`config.mk`:
```
export PLATFORM = sky130hd
export DESIGN_NAME = lpm_ctrl
export DESIGN_NICKNAME = d
export VERILOG_FILES = /design/src/lpm_pkg.sv /design/src/lpm_ctrl.sv
export SDC_FILE = /design/constraint.sdc
export NUM_CORES = 1
export LEC_CHECK = 0
export ABC_AREA = 1
export ABC_CLOCK_PERIOD_IN_PS = 1300
export BUFFER_PORTS_ARGS = -buffer_cell sky130_fd_sc_hd__buf_2
export CAP_MARGIN = 20
export CORE_MARGIN = 2
export CORE_UTILIZATION = 30
export DETAILED_ROUTE_END_ITERATION = 7
export GPL_TIMING_DRIVEN = 0
export PLACE_DENSITY = 0.55
export SYNTH_ARGS = -nofsm -noshare
export SYNTH_HDL_FRONTEND = slang
export SYNTH_SLANG_ARGS = --single-unit
export TNS_END_PERCENT = 30
```
`constraint.sdc`:
```
create_clock -name sys_clk -period 1.3 [get_ports sys_clk]
set_input_delay 0.13 -clock sys_clk [delete_from_list [all_inputs] [get_ports sys_clk]]
set_output_delay 0.13 -clock sys_clk [all_outputs]
set_load 0.005 [all_outputs]
```
`src/lpm_pkg.sv`:
```
// package: register map, field positions and timing for the low power mode controller
package lpm_pkg;
    localparam logic [7:0] LPM_OFF_CLK0 = 8'h00;          // clock_mode_reg0
    localparam logic [7:0] LPM_OFF_CLK1 = 8'h04;          // clock_mode_reg1
    localparam logic [7:0] LPM_OFF_CMD = 8'h08;           // wait command strobe
    localparam logic [7:0] LPM_OFF_STAT = 8'h0C;          // status
    localparam logic [7:0] LPM_OFF_PORT = 8'h10;          // port output data
    localparam logic [7:0] LPM_OFF_DIR = 8'h14;           // port direction
    localparam int LPM_BIT_PCSW = 2;                      // periph_clock_stop_in_wait_bit
    localparam int LPM_BIT_ACS = 0;                       // all_clock_stop_bit
    localparam int LPM_BIT_WAITCMD = 0;                   // write 1 executes wait
    localparam logic [7:0] LPM_CLK0_RST = 8'h00;
    localparam logic [7:0] LPM_CLK1_RST = 8'h00;
    localparam logic [7:0] LPM_PORT_RST = 8'h00;
    localparam logic [7:0] LPM_DIR_RST = 8'h00;
    localparam int LPM_CLK_MHZ = 40;
    localparam int LPM_QUEUE_NS = 100;                    // prefetch drain window before entry
    localparam int LPM_QUEUE_CYC = (LPM_QUEUE_NS * LPM_CLK_MHZ + 999) / 1000;
    localparam logic [2:0] LPM_QUEUE_CNT = 3'(LPM_QUEUE_CYC);
    typedef enum logic [2:0] {LPM_RUN, LPM_WDRAIN, LPM_WAIT, LPM_SDRAIN, LPM_STOP} lpm_state_t;
endpackage : lpm_pkg

```
`src/lpm_ctrl.sv`:
```
// low power mode controller: wait/stop entry, clock gating, port hold, wake-up
// Operation
// - port direction and output data stay frozen during wait and stop mode.
// - writing 1 to the all-clock-stop bit halts all clocks after the prefetch queue drains.
// - wait mode begins only after a drain window in which prefetched instructions may run.
// - with the peripheral-stop-in-wait bit set, peripheral clocks stop in wait, the sub clock divide-by-32 does not.
// - while the non-maskable interrupt pin is low the all-clock-stop bit is forced to 0.
//
// The address map and register access over AHB-Lite were decided locally.
`timescale 1ns/1ps
module lpm_ctrl
    import lpm_pkg::*;
(
    input wire logic sys_clk,              // 40 MHz clock
    input wire logic srst,                 // sync reset, high
    input wire logic hsel,                 // ahb select
    input wire logic [31:0] haddr,         // ahb address
    input wire logic [1:0] htrans,         // ahb transfer type
    input wire logic hwrite,               // ahb write
    input wire logic [2:0] hsize,          // ahb size
    input wire logic [31:0] hwdata,        // ahb write data
    input wire logic hready,               // ahb ready in
    output logic [31:0] hrdata,            // ahb read data
    output logic hreadyout,                // ahb ready out
    output logic hresp,                    // ahb response
    input wire logic nmi_n_pin,            // non-maskable interrupt pin, async
    input wire logic wake_irq,             // enabled interrupt request, async
    output logic cpu_clk_en,               // cpu clock enable
    output logic periph_clk_en,            // peripheral clock enable
    output logic subclk_div32_en,          // subclock_div32_clock enable
    output logic [7:0] port_out,           // port output data
    output logic [7:0] port_dir,           // port direction
    output logic in_wait,                  // wait mode flag
    output logic in_stop                   // stop mode flag
);
    import lpm_pkg::*;

    // ahb address phase capture
    logic ap_wr_ff, ap_rd_ff, nxt_ap_wr, nxt_ap_rd;
    logic [7:0] ap_addr_ff, nxt_ap_addr;
    logic [7:0] clk0_ff, nxt_clk0, clk1_ff, nxt_clk1, port_ff, nxt_port, dir_ff, nxt_dir;
    logic nmi_s1_ff, nmi_s2_ff, irq_s1_ff, irq_s2_ff;
    lpm_state_t st_ff, nxt_st;
    logic [2:0] cnt_ff, nxt_cnt;
    logic [4:0] div_ff, nxt_div;
    logic [31:0] rdata_ff, nxt_rdata;
    logic wr_clk1, wr_cmd, stop_req, wait_req;

    // synchronisers, first stage read only by the second
    always_ff @(posedge sys_clk) begin
        if (srst) begin
            nmi_s1_ff <= 1'b1;
            nmi_s2_ff <= 1'b1;
            irq_s1_ff <= 1'b0;
            irq_s2_ff <= 1'b0;
        end else begin
            nmi_s1_ff <= nmi_n_pin;
            nmi_s2_ff <= nmi_s1_ff;
            irq_s1_ff <= wake_irq;
            irq_s2_ff <= irq_s1_ff;
        end
    end

    assign wr_clk1 = ap_wr_ff && (ap_addr_ff == LPM_OFF_CLK1);
    assign wr_cmd = ap_wr_ff && (ap_addr_ff == LPM_OFF_CMD);
    assign stop_req = wr_clk1 && hwdata[LPM_BIT_ACS] && nmi_s2_ff;
    assign wait_req = wr_cmd && hwdata[LPM_BIT_WAITCMD];

    // register file next values; data phase writes are zero wait state
    always_comb begin
        nxt_ap_wr = hready && hsel && htrans[1] && hwrite;
        nxt_ap_rd = hready && hsel && htrans[1] && !hwrite;
        nxt_ap_addr = hready ? haddr[7:0] : ap_addr_ff;
        nxt_clk0 = clk0_ff;
        nxt_clk1 = clk1_ff;
        nxt_port = port_ff;
        nxt_dir = dir_ff;
        if (ap_wr_ff && ap_addr_ff == LPM_OFF_CLK0) begin
            nxt_clk0 = hwdata[7:0];
        end
        if (wr_clk1) begin
            nxt_clk1 = hwdata[7:0];
        end
        if (st_ff == LPM_RUN || st_ff == LPM_WDRAIN || st_ff == LPM_SDRAIN) begin
            if (ap_wr_ff && ap_addr_ff == LPM_OFF_PORT) begin
                nxt_port = hwdata[7:0];
            end
            if (ap_wr_ff && ap_addr_ff == LPM_OFF_DIR) begin
                nxt_dir = hwdata[7:0];
            end
        end
        if (!nmi_s2_ff) begin
            nxt_clk1[LPM_BIT_ACS] = 1'b0;
        end
        if (st_ff == LPM_STOP && irq_s2_ff) begin
            nxt_clk1[LPM_BIT_ACS] = 1'b0;
        end
        nxt_rdata = 32'h0000_0000;
        if (nxt_ap_rd) begin
            case (haddr[7:0])
                LPM_OFF_CLK0: nxt_rdata = {24'h00_0000, clk0_ff};
                LPM_OFF_CLK1: nxt_rdata = {24'h00_0000, clk1_ff};
                LPM_OFF_STAT: nxt_rdata = {29'h0000_0000, st_ff};
                LPM_OFF_PORT: nxt_rdata = {24'h00_0000, port_ff};
                LPM_OFF_DIR: nxt_rdata = {24'h00_0000, dir_ff};
                default: nxt_rdata = 32'h0000_0000;
            endcase
        end
    end

    // power state machine next values
    always_comb begin
        nxt_st = st_ff;
        nxt_cnt = cnt_ff;
        case (st_ff)
            LPM_RUN: begin
                if (stop_req) begin
                    nxt_st = LPM_SDRAIN;
                    nxt_cnt = LPM_QUEUE_CNT;
                end else if (wait_req) begin
                    nxt_st = LPM_WDRAIN;
                    nxt_cnt = LPM_QUEUE_CNT;
                end
            end
            LPM_WDRAIN: begin
                if (cnt_ff <= 3'h1) begin
                    nxt_st = LPM_WAIT;
                end
                nxt_cnt = cnt_ff - 3'h1;
            end
            LPM_SDRAIN: begin
                // nmi low during drain aborts stop
                if (!nmi_s2_ff) begin
                    nxt_st = LPM_RUN;
                end else if (cnt_ff <= 3'h1) begin
                    nxt_st = LPM_STOP;
                end
                nxt_cnt = cnt_ff - 3'h1;
            end
            LPM_WAIT, LPM_STOP: begin
                if (irq_s2_ff) begin
                    nxt_st = LPM_RUN;
                end
            end
            default: nxt_st = LPM_RUN;
        endcase
        // sub clock divider keeps running except in stop
        nxt_div = (st_ff == LPM_STOP) ? div_ff : div_ff + 5'h01;
    end

    always_ff @(posedge sys_clk) begin
        if (srst) begin
            ap_wr_ff <= 1'b0;
            ap_rd_ff <= 1'b0;
            ap_addr_ff <= 8'h00;
            clk0_ff <= LPM_CLK0_RST;
            clk1_ff <= LPM_CLK1_RST;
            port_ff <= LPM_PORT_RST;
            dir_ff <= LPM_DIR_RST;
            st_ff <= LPM_RUN;
            cnt_ff <= 3'h0;
            div_ff <= 5'h00;
            rdata_ff <= 32'h0000_0000;
        end else begin
            ap_wr_ff <= nxt_ap_wr;
            ap_rd_ff <= nxt_ap_rd;
            ap_addr_ff <= nxt_ap_addr;
            clk0_ff <= nxt_clk0;
            clk1_ff <= nxt_clk1;
            port_ff <= nxt_port;
            dir_ff <= nxt_dir;
            st_ff <= nxt_st;
            cnt_ff <= nxt_cnt;
            div_ff <= nxt_div;
            rdata_ff <= nxt_rdata;
        end
    end

    // bus answers: always ready, always okay
    assign hrdata = rdata_ff;
    assign hreadyout = 1'b1;
    assign hresp = 1'b0;
    assign port_out = port_ff;
    assign port_dir = dir_ff;
    assign in_wait = (st_ff == LPM_WAIT);
    assign in_stop = (st_ff == LPM_STOP);
    assign cpu_clk_en = !(in_wait || in_stop);
    assign periph_clk_en = !in_stop && !(in_wait && clk0_ff[LPM_BIT_PCSW]);
    assign subclk_div32_en = !in_stop && (div_ff == 5'h1F);
endmodule : lpm_ctrl

```
After elaboration in Yosys (flattened, before gate mapping)
Cells that the tools add are included.
{"block": "word_totals", "reg_bits": 88, "latch_bits": 0, "mem_bits_rw": 0, "mem_bits_ro": 0, "inputBits": 76, "output_inout_bits": 55, "elab_cells": 83, "n_memories": 0}
{"block": "classes", "addsub": 2, "mul": 0, "div": 0, "n_lt_le_gt_ge": 1, "eq_ne": 17, "shifts": 0, "mux": 11, "n_bitwise": 2, "n_reduce_logical": 35}
{"cell": "$pmux W8 S5", "count": 1}
{"cell": "$eq A8 B5 Y1 const B", "count": 4}
{"cell": "$mux W3", "count": 8}
{"cell": "$eq A8 B3 Y1 const B", "count": 2}
{"cell": "$eq A8 B4 Y1 const B", "count": 2}
{"cell": "$logic_and A1 B1 Y1", "count": 16}
{"cell": "$logic_not A8 Y1", "count": 2}
{"cell": "$pmux W3 S4", "count": 1}
{"cell": "$eq A3 B2 Y1 const B", "count": 2}
{"cell": "$pmux W3 S2", "count": 1}
{"cell": "$reduce_and A2 Y1", "count": 3}
{"cell": "$reduce_or A2 Y1", "count": 3}
{"cell": "$add A5 B1 Y5 const B", "count": 1}
{"cell": "$eq A5 B5 Y1 const B", "count": 1}
{"cell": "$logic_not A1 Y1", "count": 4}
{"cell": "$reduce_and A4 Y1", "count": 1}
{"cell": "$eq A3 B1 Y1 const B", "count": 1}
{"cell": "$eq A3 B3 Y1 const B", "count": 1}
{"cell": "$le A3 B1 Y1 const B", "count": 1}
{"cell": "$logic_not A3 Y1", "count": 1}
{"cell": "$logic_or A1 B1 Y1", "count": 3}
{"cell": "$ne A3 B2 Y1 const B", "count": 1}
{"cell": "$ne A3 B3 Y1 const B", "count": 1}
{"cell": "$reduce_or A3 Y1", "count": 1}
{"cell": "5 further kinds", "count": 6}

Depth between registers and ports, before layout
{"block": "depth", "word_depth": 6, "mapped_depth": 10, "ltp_nobuf": 10}

Worst setup path before layout
Ideal clock, no wire load.
{"block": "synth_path", "path_type": "register to register", "from": "reg ap_addr_ff[7]", "to": "reg port_ff[6], in the netlist port_out[6]", "setup_time_ns": 0.116, "arrival_ns": 1.056, "t_required_ns": 1.184, "slack_ns": 0.128, "stages_incl_launch_ff": 8, "n_path_buf": 1, "synth_period_minus_slack_ns": 1.172, "cell_sequence": "dfxtp_1 nor2_2 nand3_1 nor2_2 nand4_2 buf_6 o21ai_1 a21oi_1"}
{"block": "synth_via", "elab_chain_cells": 3}
{"item": "start: declaration", "line": "lpm_ctrl.sv:40", "source": "logic [7:0] ap_addr_ff, nxt_ap_addr;"}
{"item": "start signal: assignment", "line": "lpm_ctrl.sv:167", "source": "ap_addr_ff <= nxt_ap_addr;"}
{"item": "$eq A8 B5 Y1", "line": "lpm_ctrl.sv:85", "source": "if (ap_wr_ff && ap_addr_ff == LPM_OFF_PORT) begin"}
{"item": "$logic_and A1 B1 Y1", "line": "lpm_ctrl.sv:85"}
{"item": "$reduce_and A2 Y1 (no source line)"}
{"item": "end signal: assignment", "line": "lpm_ctrl.sv:170", "source": "port_ff <= nxt_port;"}
{"item": "end: declaration", "line": "lpm_ctrl.sv:41", "source": "logic [7:0] clk0_ff, nxt_clk0, clk1_ff, nxt_clk1, port_ff, nxt_port, dir_ff, nxt_dir;"}
Every way passes these cells.
A chain may end at the register's enable or synchronous reset.

Final worst setup path
{"block": "layout_path", "from": "reg div_ff[1]", "to": "out subclk_div32_en"}
{"block": "layout_via", "elab_chain_cells": 2}
{"item": "start: declaration", "line": "lpm_ctrl.sv:45", "source": "logic [4:0] div_ff, nxt_div;"}
{"item": "start signal: assignment", "line": "lpm_ctrl.sv:174", "source": "div_ff <= nxt_div;"}
{"item": "$eq A5 B5 Y1", "line": "lpm_ctrl.sv:189", "source": "assign subclk_div32_en = !in_stop && (div_ff == 5'h1F);"}
{"item": "$logic_and A1 B1 Y1", "line": "lpm_ctrl.sv:189"}
{"item": "end: declaration", "line": "lpm_ctrl.sv:30", "source": "output logic subclk_div32_en,"}
Every way passes these cells.

==> impl_metrics.py <==
metrics = {
    "run_status": {
        "status": "finished with violations",
        "violations": "negative setup slack",
    },
    "sta": {
        "layout_min_cycle_time_ps": 1577,
        "worst_slack_ps": -276.6,
        "fin_crit_sh_pct": 121.3,
        "hold_violations": 0,
        "setup_violations": 25,
        "setup_tns_ps": -1325,
        "drv_slew": 0,
        "worst_pin_slew_ps": 835.4,
        "timing.fmax_ghz": 0.6343,
        "rsz0062_at_grt": "true",
        "fin_skew_ps": 6.710,
        "slew_headroom_pct": 44.31,
    },
    "placement": {
        "portBuffers": 51,
        "gp_congestion": 0.8613,
        "hpwl_um": 5834,
    },
    "clock_network": {
        "cts_buffers": 9,
        "cts-root-buf": "clkbuf_8",
        "cts.sinks": 64,
        "insertion_delay_ps": 340,
        "cts.path.max_buffers": 2,
        "clkTransAtPathRegs_ps": 70,
        "tritoncts": "done",
        "ctsHtreeMaxLevel": 3,
    },
    "final_layout": {
        "n_fill_cell": 1024,
        "final_net_count": 602,
        "multiInputGateArea_um2": 1612,
        "layout.area.seq_um2": 1308,
        "diodes": 0,
        "syn_to_final_growth_pct": 39.68,
        "drive_gt1_share_pct": 38.59,
    },
    "synthesis": {
        "ys_warn_count": 0,
        "ys_ff_latch": 64,
        "synthCells": 411,
        "syn_area_per_cell_um2": 7.495,
        "yosys-top-cells-count": "dfxtp_1, a21oi_1, nor2_1",
        "synth_area_leader_cell": "dfxtp_1",
        "synth_most_common_cell": "dfxtp_1",
        "async_reset_ff_share_pct": 0,
        "netlist_area_um2": 3080,
        "synth_flop_cell": "dfxtp_1",
        "yosysSeqAreaShare_pct": 41.59,
        "ys_types": 30,
        "synth_edf_count": 0,
        "synth_area_leaders": "dfxtp_1, a21oi_1, buf_4",
        "synth.top_cell.area_share_pct": 41.59,
    },
    "power_and_ir_drop": {
        "switching_share_pct": 34.55,
        "total_power_mw": 5.773,
        "p_int_mw": 3.778,
        "share_comb_of_total_power_pct": 33.1,
        "pwr-share-seq_pct": 40.9,
        "peakVddDrop_uv": 886.7,
        "p_sw_mw": 1.995,
        "power.density_nw_per_um2": 1342,
        "leakage_nw": 1.962,
        "clock_power_share_pct": 26.0,
    },
    "drt": {
        "wl_per_cell_um": 12.94,
        "drtIter0Drc": 96,
        "vias": 2978,
        "drc_errors": 0,
        "wirelength_um": 8526,
        "avgViaCountPerCell": 4.519,
        "drt_first_pass_iters": 4,
        "ant_nets": 0,
    },
    "grt": {
        "grt_use_met1_pct": 19.31,
        "grt_max_degree": 11,
        "antenna_found_initial": 0,
        "grt_pass1_wl_um": 13620,
        "grt_usage_pct": 15.43,
        "grt_use_met3_pct": 3.649,
        "use_met2_pct": 25.90,
        "busiest_layer": "met2",
        "grt_pass1_vias": 2796,
        "grt-ovfl-total": 0,
    },
    "floorplan": {
        "coreArea_um2": 9864,
        "io_pins": 131,
        "dieArea_um2": 11090,
        "initial_core_util_pct": 31.23,
        "dieWidth_um": 105.3,
        "die_h_um": 105.3,
        "std_cell_rows": 36,
    },
    "critical_path": {
        "r2r.worst_path.cells": 8,
        "crit_required_ps": 1170,
        "critPathKind": "register to output port",
        "worstSetupEndpointType": "output port",
        "cp_max_fo": 3,
        "cp-start-kind": "register",
        "worstPathArrival_ps": 1450,
    },
    "min_path": {
        "holdCritPathClass": "input port to register",
        "min_delay_path_depth": 3,
    },
    "job": {
        "maxCapViolations": 0,
    },
}
worst paths after layout:
path / slack [ps] / from / endpoint
max: -280 / div_ff[1]$_SDFFE_PP0N_ / subclk_div32_en
max reg2reg: -80 / ap_addr_ff[7]$_SDFFE_PP0P_ / port_out[6]$_SDFFE_PP0P_
min: 40 / haddr[0] / ap_addr_ff[0]$_SDFFE_PP0P_
min reg2reg: 410 / irq_s1_ff$_SDFF_PP0_ / irq_s2_ff$_SDFF_PP0_
placed cells by master, fill, tap and decap left out, drive strengths merged:
master / instances
clkinv: 1
nand3: 34
nor2: 52
dfxtp: 64
o21ai: 56
buf: 110
ha: 4
inv: 52
dlygate4sd3: 2
and2: 1
or2: 2
nand2: 44
nor3: 8
conb: 26
o211ai: 1
nand4: 3
a21oi: 46
clkbuf: 19
nor3b: 1
state kept, by name, indices dropped and copies added (netlist names):
name,count
ap_addr_ff,8
ap_wr_ff,1
clk0_ff,8
clk1_ff,8
cnt_ff,3
div_ff,5
hrdata,8
irq_s1_ff,1
irq_s2_ff,1
nmi_s1_ff,1
nmi_s2_ff,1
port_dir,8
port_out,8
st_ff,3
logic make-up after synthesis:
| family | count (synthesis) | synth area share, % |
|---|---|---|
| compound gates | 103 | 17.18 |
| fa+ha+maj | 4 | 1.625 |
| buf+inv | 93 | 16.00 |
| flops | 64 | 41.59 |
| other cells | 2 | 0.2438 |
| simple gates | 145 | 23.35 |
layer usage:
metal	share of wire [%]	wire, um
met5	0	0
met3	5.7	490
met2	50	4238
met1	43	3700
met4	1.1	96
cell type report:
class	instances	share of cell area, %
multi-input cells	278	37.45
well taps	133	3.867
inverters	53	5.089
clock buffers	15	3.867
repair buffers	76	12.24
plain buffers	40	7.095
flip-flops and latches	64	30.39
per-stage QoR:
step	hold WS (ps)	cell area [um^2]	std cells	setup WS [ps]	util, %
2_1_floorplan	233.8	3171	435	127.6	-
3_3_place_gp	311.1	3592	619	-129.1	36.42
3_5_place_dp	320.0	3592	619	-138.7	36.42
4_1_cts	34.46	4029	648	-297.4	40.84
5_1_grt	39.44	4303	659	-389.8	43.62
6_report	44.39	4303	659	-276.6	43.62
critical path: stages, from the launching register on:
cell and delay (ps):
dfxtp_4 360, ha_4 150, inv_4 40, nor3_4 170, ha_2 190, inv_2 30
nor2_2 60, buf_2 110
power groups by stage:
stage / Combinational, mW / Sequential, mW / Clock [mW]
2_1_floorplan: 1.11 / 2.27 / 0
3_3_place_gp: 1.40 / 2.30 / 0
3_5_place_dp: 1.42 / 2.30 / 0
4_1_cts: 1.69 / 2.31 / 1.55
5_1_grt: 2.19 / 2.39 / 1.64
6_report: 1.91 / 2.36 / 1.50
what timing repair did:
| item | CTS | global route |
|---|---|---|
| hold buffers | 2 | 0 |
| resized for setup | 35 | 77 |
| pin swaps | 7 | 12 |
| setup endpoints to repair | 28 | 41 |
| gates cloned | 2 | 1 |
| buffers inserted | 10 | 10 |
| hold endpoints to repair | 2 | 0 |
Power figures use the tool's default switching activity.
